==> config.mk <==
export PLATFORM = sky130hd
export DESIGN_NAME = usbcfg_regs
export DESIGN_NICKNAME = d
export VERILOG_FILES = /design/src/design/usbcfg_pkg.sv /design/src/design/usbcfg_regs.sv
export VERILOG_INCLUDE_DIRS = /design/src /design/src/design
export SDC_FILE = /design/constraint.sdc
export NUM_CORES = 1
export LEC_CHECK = 0
export BUFFER_PORTS_ARGS = -buffer_cell sky130_fd_sc_hd__buf_4
export CORE_UTILIZATION = 47
export DETAILED_ROUTE_END_ITERATION = 10
export PLACE_DENSITY = 0.83
export SLEW_MARGIN = 15
export SYNTH_ARGS = -nofsm -noshare
export SYNTH_HDL_FRONTEND = slang
export SYNTH_SLANG_ARGS = --single-unit
==> constraint.sdc <==
create_clock -name sys_clk -period 2.9 [get_ports sys_clk]
set_input_delay 0.145 -clock sys_clk [delete_from_list [all_inputs] [get_ports sys_clk]]
set_output_delay 0.145 -clock sys_clk [all_outputs]
set_load 0.02 [all_outputs]
==> src/design/usbcfg_defs.svh <==
`ifndef USBCFG_DEFS_SVH
`define USBCFG_DEFS_SVH

// Register indices; byte address is four times the index
`define USBCFG_IDX_ADDR_A 8'h10
`define USBCFG_IDX_EP0_A 8'h12
`define USBCFG_IDX_STATUS 8'h1F
`define USBCFG_IDX_EP_DIR 8'h20
`define USBCFG_IDX_ADDR_B 8'h40
`define USBCFG_IDX_EP0_B 8'h42

// Reset values
`define USBCFG_RST_ADDR 8'h00
`define USBCFG_RST_EP0 8'h00
`define USBCFG_RST_STATUS 8'h00
`define USBCFG_RST_EP_DIR 8'h00

// Status/control fields
`define USBCFG_ST_ACTION_MSB 2
`define USBCFG_ST_ACTIVITY 3
`define USBCFG_ST_DMINUS 4
`define USBCFG_ST_DPLUS 5
`define USBCFG_ST_ONE_ADDR 6
`define USBCFG_ST_BIG_FIFO 7

// Address register fields
`define USBCFG_AD_ENABLE 7
`define USBCFG_AD_MSB 6

// Endpoint zero mode fields
`define USBCFG_M0_SETUP 7
`define USBCFG_M0_IN 6
`define USBCFG_M0_OUT 5
`define USBCFG_M0_ACK 4
`define USBCFG_M0_MODE_MSB 3

// FIFO start addresses in user RAM
`define USBCFG_RAM_A8 8'hA8
`define USBCFG_RAM_B0 8'hB0
`define USBCFG_RAM_B8 8'hB8
`define USBCFG_RAM_C0 8'hC0
`define USBCFG_RAM_D8 8'hD8
`define USBCFG_RAM_E0 8'hE0
`define USBCFG_RAM_E8 8'hE8
`define USBCFG_RAM_F0 8'hF0
`define USBCFG_RAM_F8 8'hF8

// CPU stall per byte written by the engine
`define USBCFG_STALL_PER_BYTE 8'h03

`endif

==> src/design/usbcfg_pkg.sv <==
package usbcfg_pkg;

	typedef enum logic [1:0] {
		USBCFG_TOK_SETUP,
		USBCFG_TOK_IN,
		USBCFG_TOK_OUT
	} usbcfg_tok_type;

	typedef struct packed {
		logic valid;
		usbcfg_tok_type kind;
		logic [6:0] addr;
		logic [2:0] endp;
	} usbcfg_token_type;

	typedef struct packed {
		logic valid;
		logic func_b;
		logic [2:0] endp;
	} usbcfg_ack_type;

	typedef struct packed {
		logic hit;
		logic func_b;
		logic [2:0] endp;
		logic [7:0] base;
		logic big;
		logic dir_ok;
	} usbcfg_route_type;

endpackage

==> src/design/usbcfg_regs.sv <==
//Contract
// - Bus activity sets sticky status bit 3
// - Writing 0 clears activity; 1 keeps it
// - Bits 4,5 show live minus/plus lines
// - Emit end-of-packet at each EOF1 point
// - Address registers A, B reset zero, disabled
// - Default: A three endpoints, B two
// - Respond to address only when enabled
// - Status bits 7,6 pick size and addresses
// - Mode 00 maps five 8-byte FIFOs
// - Mode 10 maps mixed 8/32-byte FIFOs
// - Mode 01 one address, five 8-byte FIFOs
// - Mode 11 one address, mixed FIFO sizes
// - Stall CPU three cycles per byte
// - Endpoint zero bidirectional, others firmware-chosen
// - Endpoint mode registers reset to zero
// - Endpoint zero mode fields: tokens, ACK, mode
// - Mode bits steer control endpoint response
// - ACK flag set on ACKed transaction
// - Control action bits zero for normal run
// - Single-address: 0x42 is endpoint three mode
`timescale 1ns/1ps
`include "usbcfg_defs.svh"

module usbcfg_regs
	import usbcfg_pkg::*;
(
	input wire logic sys_clk, // 10 MHz system clock
	input wire logic rst, // Synchronous reset, high
	input wire logic psel, // APB select
	input wire logic penable, // APB access phase
	input wire logic pwrite, // APB write
	input wire logic [11:0] paddr, // APB byte address
	input wire logic [31:0] pwdata, // APB write data
	output logic [31:0] prdata, // APB read data
	output logic pready, // APB ready
	output logic pslverr, // APB error, unmapped
	input wire logic dplus_pin, // Upstream plus line level
	input wire logic dminus_pin, // Upstream minus line level
	input wire logic bus_event, // Engine saw non-idle bus event
	input wire logic eof1_tick, // Frame timer at EOF1
	input wire usbcfg_token_type token, // Decoded token
	input wire usbcfg_ack_type ack, // Transaction ended in ACK
	input wire logic fifo_byte_wr, // Engine wrote a FIFO byte
	output logic eop_req, // Generate end-of-packet
	output logic cpu_stall, // Hold the CPU off the bus
	output logic [2:0] upstream_action, // Forced line state, 0=engine
	output usbcfg_route_type route, // Last matched token route
	output logic [3:0] ep0_mode_a, // a_endpoint_zero response mode
	output logic [3:0] ep0_mode_b // b_endpoint_zero response mode
);

	logic [7:0] addr_a_q;
	logic [7:0] addr_b_q;
	logic [7:0] ep0_a_q;
	logic [7:0] ep0_b_q;
	logic [7:0] status_q;
	logic [7:0] ep_dir_q;
	logic [1:0] dp_sync_q;
	logic [1:0] dm_sync_q;
	logic [7:0] stall_cnt_q;
	logic [31:0] prdata_q;
	logic eop_q;
	usbcfg_route_type route_q;

	logic [9:0] idx;
	logic aligned;
	logic wr_en;
	logic rd_setup;
	logic one_addr;
	logic big_fifo;
	logic match_a;
	logic match_b;
	logic ack_a0;
	logic ack_b0;
	logic ack_a3;
	usbcfg_route_type route_d;

	assign idx = paddr[11:2];
	assign aligned = (paddr[1:0] == 2'b00);
	assign wr_en = psel & penable & pwrite;
	assign rd_setup = psel & ~penable & ~pwrite;
	assign one_addr = status_q[`USBCFG_ST_ONE_ADDR];
	assign big_fifo = status_q[`USBCFG_ST_BIG_FIFO];

	function automatic logic is_reg(input logic [9:0] i,
		input logic [7:0] r);
		is_reg = (i == {2'b00, r});
	endfunction

	function automatic logic mapped(input logic [9:0] i);
		mapped = is_reg(i, `USBCFG_IDX_ADDR_A) |
			is_reg(i, `USBCFG_IDX_EP0_A) |
			is_reg(i, `USBCFG_IDX_STATUS) |
			is_reg(i, `USBCFG_IDX_EP_DIR) |
			is_reg(i, `USBCFG_IDX_ADDR_B) |
			is_reg(i, `USBCFG_IDX_EP0_B);
	endfunction

	function automatic logic wr_hit(input logic [7:0] r);
		wr_hit = wr_en & aligned & is_reg(idx, r);
	endfunction

	// FIFO start and size for one endpoint under each configuration
	function automatic logic [8:0] fifo_map(input logic big,
		input logic one, input logic fb, input logic [2:0] ep);
		logic [7:0] b;
		logic w;
		b = `USBCFG_RAM_F8;
		w = 1'b0;
		case ({big, one})
			2'b00: begin
				case ({fb, ep})
					4'b1_001: b = `USBCFG_RAM_D8;
					4'b1_000: b = `USBCFG_RAM_E0;
					4'b0_010: b = `USBCFG_RAM_E8;
					4'b0_001: b = `USBCFG_RAM_F0;
					default: b = `USBCFG_RAM_F8;
				endcase
			end
			2'b10: begin
				case ({fb, ep})
					4'b1_000: b = `USBCFG_RAM_A8;
					4'b1_001: b = `USBCFG_RAM_B0;
					4'b0_001: begin
						b = `USBCFG_RAM_C0;
						w = 1'b1;
					end
					4'b0_010: begin
						b = `USBCFG_RAM_E0;
						w = 1'b1;
					end
					default: b = `USBCFG_RAM_B8;
				endcase
			end
			2'b01: begin
				case (ep)
					3'd4: b = `USBCFG_RAM_D8;
					3'd3: b = `USBCFG_RAM_E0;
					3'd2: b = `USBCFG_RAM_E8;
					3'd1: b = `USBCFG_RAM_F0;
					default: b = `USBCFG_RAM_F8;
				endcase
			end
			default: begin
				case (ep)
					3'd3: b = `USBCFG_RAM_A8;
					3'd4: b = `USBCFG_RAM_B0;
					3'd1: begin
						b = `USBCFG_RAM_C0;
						w = 1'b1;
					end
					3'd2: begin
						b = `USBCFG_RAM_E0;
						w = 1'b1;
					end
					default: b = `USBCFG_RAM_B8;
				endcase
			end
		endcase
		fifo_map = {w, b};
	endfunction

	// Pin levels come from outside the clock domain
	always_ff @(posedge sys_clk) begin
		if (rst) begin
			dp_sync_q <= 2'b00;
			dm_sync_q <= 2'b00;
		end else begin
			dp_sync_q <= {dp_sync_q[0], dplus_pin};
			dm_sync_q <= {dm_sync_q[0], dminus_pin};
		end
	end

	always_ff @(posedge sys_clk) begin
		if (rst) begin
			addr_a_q <= `USBCFG_RST_ADDR;
			addr_b_q <= `USBCFG_RST_ADDR;
		end else begin
			if (wr_hit(`USBCFG_IDX_ADDR_A))
				addr_a_q <= pwdata[7:0];
			if (wr_hit(`USBCFG_IDX_ADDR_B))
				addr_b_q <= pwdata[7:0];
		end
	end

	// Default bits 7,6 = 0,0 give A three and B two endpoints
	always_ff @(posedge sys_clk) begin
		if (rst) begin
			status_q <= `USBCFG_RST_STATUS;
		end else begin
			if (wr_hit(`USBCFG_IDX_STATUS)) begin
				status_q[7:6] <= pwdata[7:6];
				status_q[2:0] <= pwdata[2:0];
				if (!pwdata[`USBCFG_ST_ACTIVITY])
					status_q[`USBCFG_ST_ACTIVITY] <= 1'b0;
			end
			// Set after clear so a same-cycle event is not lost
			if (bus_event)
				status_q[`USBCFG_ST_ACTIVITY] <= 1'b1;
			status_q[`USBCFG_ST_DMINUS] <= dm_sync_q[1];
			status_q[`USBCFG_ST_DPLUS] <= dp_sync_q[1];
		end
	end

	// Bit n set means endpoint n is IN; endpoint zero ignores it
	always_ff @(posedge sys_clk) begin
		if (rst)
			ep_dir_q <= `USBCFG_RST_EP_DIR;
		else if (wr_hit(`USBCFG_IDX_EP_DIR))
			ep_dir_q <= pwdata[7:0];
	end

	assign match_a = token.valid & addr_a_q[`USBCFG_AD_ENABLE] &
		(token.addr == addr_a_q[`USBCFG_AD_MSB:0]);
	assign match_b = token.valid & ~one_addr & ~match_a &
		addr_b_q[`USBCFG_AD_ENABLE] &
		(token.addr == addr_b_q[`USBCFG_AD_MSB:0]);

	assign ack_a0 = ack.valid & ~ack.func_b & (ack.endp == 3'd0);
	assign ack_b0 = ack.valid & ack.func_b & ~one_addr &
		(ack.endp == 3'd0);
	assign ack_a3 = ack.valid & ~ack.func_b & one_addr &
		(ack.endp == 3'd3);

	always_ff @(posedge sys_clk) begin
		if (rst) begin
			ep0_a_q <= `USBCFG_RST_EP0;
		end else begin
			if (wr_hit(`USBCFG_IDX_EP0_A))
				ep0_a_q <= pwdata[7:0];
			if (match_a && token.endp == 3'd0) begin
				case (token.kind)
					USBCFG_TOK_SETUP: ep0_a_q[`USBCFG_M0_SETUP] <= 1'b1;
					USBCFG_TOK_IN: ep0_a_q[`USBCFG_M0_IN] <= 1'b1;
					USBCFG_TOK_OUT: ep0_a_q[`USBCFG_M0_OUT] <= 1'b1;
					default: ;
				endcase
			end
			if (ack_a0)
				ep0_a_q[`USBCFG_M0_ACK] <= 1'b1;
		end
	end

	// In single-address layouts this is endpoint three's mode
	always_ff @(posedge sys_clk) begin
		if (rst) begin
			ep0_b_q <= `USBCFG_RST_EP0;
		end else begin
			if (wr_hit(`USBCFG_IDX_EP0_B))
				ep0_b_q <= pwdata[7:0];
			if (match_b && token.endp == 3'd0) begin
				case (token.kind)
					USBCFG_TOK_SETUP: ep0_b_q[`USBCFG_M0_SETUP] <= 1'b1;
					USBCFG_TOK_IN: ep0_b_q[`USBCFG_M0_IN] <= 1'b1;
					USBCFG_TOK_OUT: ep0_b_q[`USBCFG_M0_OUT] <= 1'b1;
					default: ;
				endcase
			end
			if (ack_b0 || ack_a3)
				ep0_b_q[`USBCFG_M0_ACK] <= 1'b1;
		end
	end

	always_comb begin
		logic [8:0] m;
		m = fifo_map(big_fifo, one_addr, match_b, token.endp);
		route_d.hit = match_a | match_b;
		route_d.func_b = match_b;
		route_d.endp = token.endp;
		route_d.base = m[7:0];
		route_d.big = m[8];
		route_d.dir_ok = (token.endp == 3'd0) |
			(ep_dir_q[token.endp] == (token.kind == USBCFG_TOK_IN)) &
			(token.kind != USBCFG_TOK_SETUP);
	end

	always_ff @(posedge sys_clk) begin
		if (rst)
			route_q <= '0;
		else if (match_a || match_b)
			route_q <= route_d;
	end

	// Accumulates so back-to-back bytes each cost their full stall
	always_ff @(posedge sys_clk) begin
		if (rst)
			stall_cnt_q <= 8'h00;
		else if (fifo_byte_wr)
			stall_cnt_q <= stall_cnt_q + `USBCFG_STALL_PER_BYTE -
				{7'h00, stall_cnt_q != 8'h00};
		else if (stall_cnt_q != 8'h00)
			stall_cnt_q <= stall_cnt_q - 8'h01;
	end

	always_ff @(posedge sys_clk) begin
		if (rst)
			eop_q <= 1'b0;
		else
			eop_q <= eof1_tick;
	end

	always_ff @(posedge sys_clk) begin
		if (rst) begin
			prdata_q <= 32'h0000_0000;
		end else if (rd_setup) begin
			prdata_q <= 32'h0000_0000;
			if (aligned) begin
				if (is_reg(idx, `USBCFG_IDX_ADDR_A))
					prdata_q[7:0] <= addr_a_q;
				if (is_reg(idx, `USBCFG_IDX_ADDR_B))
					prdata_q[7:0] <= addr_b_q;
				if (is_reg(idx, `USBCFG_IDX_EP0_A))
					prdata_q[7:0] <= ep0_a_q;
				if (is_reg(idx, `USBCFG_IDX_EP0_B))
					prdata_q[7:0] <= ep0_b_q;
				if (is_reg(idx, `USBCFG_IDX_STATUS))
					prdata_q[7:0] <= status_q;
				if (is_reg(idx, `USBCFG_IDX_EP_DIR))
					prdata_q[7:0] <= ep_dir_q;
			end
		end
	end

	assign prdata = prdata_q;
	assign pready = 1'b1;
	assign pslverr = psel & penable & ~(aligned & mapped(idx));
	assign eop_req = eop_q;
	assign cpu_stall = (stall_cnt_q != 8'h00);
	assign upstream_action = status_q[`USBCFG_ST_ACTION_MSB:0];
	assign route = route_q;
	assign ep0_mode_a = ep0_a_q[`USBCFG_M0_MODE_MSB:0];
	assign ep0_mode_b = ep0_b_q[`USBCFG_M0_MODE_MSB:0];
endmodule

---- Word-level counts from Yosys, hierarchy flattened ----
Cells that the tools add are included.
storage, ports and cells
  register bits ........................... 84
  bits in latches ......................... 0
  bits in writable memories ............... 0
  bits in read-only memories .............. 0
  logic and storage cells ................. 143
  memories ................................ 0
operators by class
  $add $sub $neg .......................... 3
  multipliers ............................. 0
  div/mod/pow operators ................... 0
  $lt $le $gt $ge ......................... 1
  equality and inequality tests ........... 23
  shift operators ......................... 0
  mux-type cells .......................... 34
  bitwise gates (word level) .............. 40
  reductions and logical operators ........ 19
operator list
  operator                                                                number
  8-bit 2-to-1 mux                                                        11
  7-bit case mux with 4 select lines                                      2
  6-bit case mux with 4 select lines                                      2
  10-bit by 5-bit equality test with 1-bit output, second input constant  3
  1-bit AND                                                               27
  8-bit case mux with 3 select lines                                      1
  10-bit by 7-bit equality test with 1-bit output, second input constant  2
  7-bit equality test                                                     2
  1-bit 2-to-1 mux                                                        13
  10-bit by 6-bit equality test with 1-bit output, second input constant  1
  2-bit nonzero test                                                      5
  3-bit by 2-bit equality test with 1-bit output, second input constant   3
  8-bit by 2-bit adder with 8-bit output, second input constant           1
  4-bit equality test, second input constant                              2
  8-bit nonzero test                                                      1
  8-bit by 1-bit subtractor with 8-bit output                             1
  8-bit by 1-bit subtractor with 8-bit output, second input constant      1
  1-bit bitwise OR                                                        7
  2-bit logical NOT                                                       3
  3-bit logical NOT                                                       2
  3-bit 2-to-1 mux                                                        2
  1-bit inverter                                                          6
  2-bit OR reduction                                                      3
  2-bit by 1-bit equality test with 1-bit output, second input constant   2
  14 further kinds                                                        17

---- Logic depth before layout (Yosys ltp) ----
  depth in word-level cells ............... 10
  depth in mapped cells ................... 15
  mapped depth without buffers ............ 15

---- Worst setup path before layout ----
Ideal clock, no wire load.
  path kind ............................... reg2reg
  from .................................... register stall_cnt_q[1]
  to ...................................... register stall_cnt_q[7]
  library setup time ...................... 0.086 ns
  arrival time ............................ 2.830 ns
  data required time ...................... 2.814 ns
  setup slack ............................. -0.015 ns
  stages on the path, launching flop included .. 16
  period minus slack after synthesis ...... 2.915 ns
  cell sequence ........................... dfxtp_1 inv_1 ha_1 nor3b_1 nand3_1 inv_1 ha_1 ha_1 inv_1 fa_1 inv_1 a211oi_1 o21bai_1 a21oi_1 xnor2_1 a211oi_1
between the ends
  longest elaborated chain between the ends .. 3
RTL lines
  what                                         RTL line            source
  start, declared                              usbcfg_regs.sv:61   logic [7:0] stall_cnt_q;
  start signal, assigned                       usbcfg_regs.sv:290  stall_cnt_q <= stall_cnt_q + `USBCFG_STALL_PER_BYTE -
  start signal, assigned                       usbcfg_regs.sv:293  stall_cnt_q <= stall_cnt_q - 8'h01;
  8-bit nonzero test (*)                       n/a
  via cpu_stall                                usbcfg_regs.sv:46   output logic cpu_stall,
  8-bit by 1-bit subtractor with 8-bit output  usbcfg_regs.sv:290
  8-bit 2-to-1 mux                             usbcfg_regs.sv:289  else if (fifo_byte_wr)
Mark *: on every way through the listed nets, which the timed path passes. The rest lies on a longest branch. The select of a mux whose other input is x is not followed.
A chain may end at the register's enable or synchronous reset.

---- Final worst setup path ----
  from .................................... register stall_cnt_q[1]
  to ...................................... register stall_cnt_q[7]
between the ends
  longest elaborated chain between the ends .. 3
RTL lines
  what                                                                                    RTL line
  8-bit by 2-bit adder with 8-bit output (no source line), or another cell as far along   n/a
  8-bit by 1-bit subtractor with 8-bit output / 8-bit 2-to-1 mux (equally long branches)  usbcfg_regs.sv:290, usbcfg_regs.sv:292
  8-bit 2-to-1 mux                                                                        usbcfg_regs.sv:289
Several ways; a longest one is shown, not always the timed one. The select of a mux whose other input is x is not followed.

==> impl_metrics.csv <==
group,metric,value,unit
power_and_ir_drop,fin_total_pwr,3.00,mW
synthesis,synthDistinctLibCells,65,
power_and_ir_drop,share_clk_of_total_power,28.3,%
timing,slew-limit-headroom,49.7,%
status,outcome,"finished clean",
floorplan,dieArea,0.0103,sq mm
timing,post-route-min-period,2690,ps
timing,rsz_0062_raised_after_global_routing,"false",
floorplan,die_width,102,um
synthesis,number_of_enable_type_register_cells_in_the_synthesized_netlist,0,
placed_design,post-place-cells,722,
floorplan,placementRows,35,
worst_setup_path,worst_setup_path_startpoint,"stall_cnt_q[1]",
layout,final_core_util,57.8,%
timing,timing.final.max_slew_violations,0,
synthesis,syn_area_per_cell,8.57,sq um
floorplan,io_pins,134,
clock_network,cts.sink_count,81,
route,post_drt_via_cell_ratio,5.51,
placed_design,numPortBuffers,81,
route,initialDrtViolationCount,210,
power_and_ir_drop,p_per_cell_area,552,mW/mm^2
clock_network,clock_buffers_created_by_tritoncts,9,
synthesis,synth.yosys.seq_area_share,34.8,%
power_and_ir_drop,vdd_drop_max,0.000643,V
worst_setup_path,worstPathMaxFanout,5,
global_route,number_of_global_route_vias_before_repair,3904,
worst_setup_path,worst_setup_path_end_kind,"flip-flop",
worst_setup_path,rr_endpoint,"stall_cnt_q[7]",
floorplan,fp.coreArea,0.00942,sq mm
power_and_ir_drop,seq_power_share,40.6,%
timing,fin_worst_skew,12.1,ps
power_and_ir_drop,power_switching_share,33.2,%
power_and_ir_drop,p_int,2.01,mW
run,number_of_violations_of_the_max_capacitance_limit,0,
timing,setup_viol,0,
worst_setup_path,timing.reg2reg.setup_slack,210,ps
clock_network,htreeDepth,3,
worst_setup_path,crit_type,"flip-flop to flip-flop",
worst_setup_path,timing.critical_path.arrival,2970,ps
timing,tightest_slew,748,ps
timing,post-route-period-util,92.8,%
clock_network,cts_tree,"done",
power_and_ir_drop,switching_power,0.996,mW
route,dr.pass1.iters,5,
timing,timing.fmax,371,MHz
worst_setup_path,required,3170,ps
placed_design,routabilityCongestion,0.931,
global_route,grt_first_pass_wirelength,18700,um
power_and_ir_drop,power.share.combinational,31.1,%
min_path,worstHoldPathType,"primary input to flip-flop",
synthesis,ys.warnings.count,0,
power_and_ir_drop,total_leakage_power,2.15,nW
timing,hold_slack,16.6,ps
global_route,globalRoute.totalOverflow,0,
layout,number_of_flip_flops_under_the_largest_register_name,12,
layout,finalNetCount,696,
worst_setup_path,worstSetupStartpointType,"flip-flop",
clock_network,cts_max_path_buffers,2,
synthesis,largest_cells_by_area_after_synthesis,"sky130_fd_sc_hd__dfxtp_1 35%, sky130_fd_sc_hd__mux2i_1 9.2%, sky130_fd_sc_hd__nor2_1 6.8%, sky130_fd_sc_hd__buf_4 6.5%, sky130_fd_sc_hd__ha_1 3.8%",
synthesis,postSynthCellCount,543,
floorplan,initial_core_util,49.4,%
clock_network,clk_pin_slew_worst_paths,80,ps
worst_setup_path,reg2reg_depth,15,
clock_network,clock_insertion_delay_worst_skew,370,ps
synthesis,synth.ff_latch_count,81,
synthesis,post-synth-top-area-cell,"sky130_fd_sc_hd__dfxtp_1",
route,detail_route.wirelength,11700,um
clock_network,clockRootBuffer,"sky130_fd_sc_hd__clkbuf_8",
synthesis,netlist_area,0.00465,sq mm
route,drc,0,
timing,final_hold_viol_count,0,
global_route,number_of_antenna_violations_at_the_first_check_in_global_routing,0,
worst_setup_path,setup.worst_path.end,"stall_cnt_q[7]",
global_route,gr-usage-all-layers,23.6,%
synthesis,synth_ff_type,"sky130_fd_sc_hd__dfxtp_1",
layout,antenna-diode-count,0,
route,avgRoutedWirePerCell,15.8,um
layout,layout-drive-gt1-share,21.5,%
layout,post_layout_nonfiller_instances,743,
layout,area_growth,17.0,%
route,antenna_violating_nets_left,0,
floorplan,die_height,102,um
placed_design,dp.final_hpwl,8560,um
route,detailroute.via_count,4093,
worst_setup_path,timing.rr.start,"stall_cnt_q[1]",
global_route,grt_start_max_net_pins,46,
synthesis,yosysTopAreaCellShare,34.8,%
synthesis,async_s_r_ff_share_synth,0,%
-- per-layer routing --
metal  up-vias  wire (um)  share of wire (%)  track usage [%]
met5         -          0                  0                0
met4         0        240                2.0             9.14
met3        30       1020                8.7             6.00
met2       196       5560                 47             40.5
met1      1909       4910                 42             28.2
li1       1958          -                  -                -
-- power by group through the flow --
stage	registers, mW	clock network (mW)	logic, mW
finish	1.22	0.850	0.933
detailed placement	1.24	0	0.865
floorplan	1.23	0	0.676
global placement	1.23	0	0.824
CTS	1.22	0.863	0.879
global route	1.23	0.907	1.04
-- layout by cell type (no fill, tap or decap), types with 3 or more instances in the layout --
master,Yosys,final
sky130_fd_sc_hd__buf_4,40,90
sky130_fd_sc_hd__nor2_1,84,84
sky130_fd_sc_hd__dfxtp_1,81,81
sky130_fd_sc_hd__mux2i_1,43,43
sky130_fd_sc_hd__nand2_1,32,32
sky130_fd_sc_hd__a21oi_1,30,30
sky130_fd_sc_hd__conb_1,2,28
sky130_fd_sc_hd__o21ai_0,24,24
sky130_fd_sc_hd__xnor2_1,18,18
sky130_fd_sc_hd__inv_1,15,14
sky130_fd_sc_hd__ha_1,14,13
sky130_fd_sc_hd__nor2b_1,12,12
sky130_fd_sc_hd__nand3_1,12,11
sky130_fd_sc_hd__xor2_1,9,9
sky130_fd_sc_hd__clkbuf_8,0,9
sky130_fd_sc_hd__o21a_1,8,8
sky130_fd_sc_hd__nor3_1,7,7
sky130_fd_sc_hd__a211oi_1,7,6
sky130_fd_sc_hd__a221oi_1,6,6
sky130_fd_sc_hd__or3_1,5,5
sky130_fd_sc_hd__and3_1,4,4
sky130_fd_sc_hd__nor3b_1,4,3
sky130_fd_sc_hd__nand4_1,3,3
sky130_fd_sc_hd__nand2b_1,3,3
sky130_fd_sc_hd__a22oi_1,3,3
sky130_fd_sc_hd__a222oi_1,3,3
sky130_fd_sc_hd__clkinv_4,0,3
sky130_fd_sc_hd__dlygate4sd3_1,0,3
-- how the worst min path moves through the flow --
stage | startpoint | to | slack, ps | depth (start not counted)
6_report | dplus_pin | dp_sync_q[0] | 20 | 2
5_1_grt | dplus_pin | dp_sync_q[0] | 30 | 2
4_1_cts | dplus_pin | dp_sync_q[0] | 8 | 2
3_5_place_dp | dminus_pin | dm_sync_q[0] | 360 | 2
3_3_place_gp | bus_event | status_q[3] | 350 | 3
2_1_floorplan | bus_event | status_q[3] | 260 | 2
-- synthesized netlist by cell type, drive strengths merged, types with 3 or more instances --
| cell | count |
|---|---|
| mux2i | 43 |
| xor2 | 9 |
| inv | 15 |
| nand2 | 33 |
| nor3 | 10 |
| a211oi | 7 |
| buf | 43 |
| a221oi | 6 |
| nor2 | 86 |
| o21ai | 24 |
| a22oi | 3 |
| o21a | 8 |
| and3 | 5 |
| clkbuf | 21 |
| xnor2 | 18 |
| nor3b | 4 |
| nand3 | 13 |
| nor4 | 3 |
| dfxtp | 81 |
| ha | 14 |
| a222oi | 3 |
| nor2b | 12 |
| nand2b | 3 |
| nand4 | 4 |
| or3 | 5 |
| a21oi | 30 |
-- kinds of logic after synthesis --
family	after synthesis	synth area share, %
AOI/OAI and AO/OA	104	14.5
xor gates and xnor gates	27	5.08
adders and majority gates	15	4.19
buffers and inverters	79	9.81
DFF	81	34.8
muxes	47	10.7
other	2	0.161
and+or+nand+nor	188	20.7
-- critical path, stage by stage (launching register included) --
cell and delay, ps:
sky130_fd_sc_hd__dfxtp_1 340, sky130_fd_sc_hd__inv_2 120, sky130_fd_sc_hd__ha_2 200, sky130_fd_sc_hd__nor3b_4 230, sky130_fd_sc_hd__nand3_2 110, sky130_fd_sc_hd__inv_1 70
sky130_fd_sc_hd__ha_1 140, sky130_fd_sc_hd__ha_1 160, sky130_fd_sc_hd__inv_1 60, sky130_fd_sc_hd__fa_1 400, sky130_fd_sc_hd__inv_1 90, sky130_fd_sc_hd__a211oi_2 80
sky130_fd_sc_hd__o21bai_1 140, sky130_fd_sc_hd__a21oi_1 100, sky130_fd_sc_hd__xnor2_1 130, sky130_fd_sc_hd__a211oi_1 230
-- per-stage QoR --
stage,instance area [sq um],TNS (ps),setup WS (ps)
after floorplan,4760,0,88.6
after global placement,5180,0,194
after detailed placement,5180,-6.70,-6.70
after CTS,5420,0,107
after global routing,5450,0,11.7
final,5450,0,208
-- layout make-up --
cell class	count	area, sq um
clock buffers	9	124
multi-input cells	409	2700
fillers	850	3970
well taps	129	161
clock inverters	7	80.1
inverters	15	56.3
flip-flops and latches	81	1620
repair buffers	93	706
-- what timing repair did --
item / 4_1_cts / 5_1_grt
endpoints found under the hold margin: 3 / 0
endpoints found under the setup margin: 1 / 1
hold buffers: 3 / 0
gates resized for setup: 1 / 4
setup buffers: 0 / 2
No activity file was read; power rests on OpenSTA's default activity.
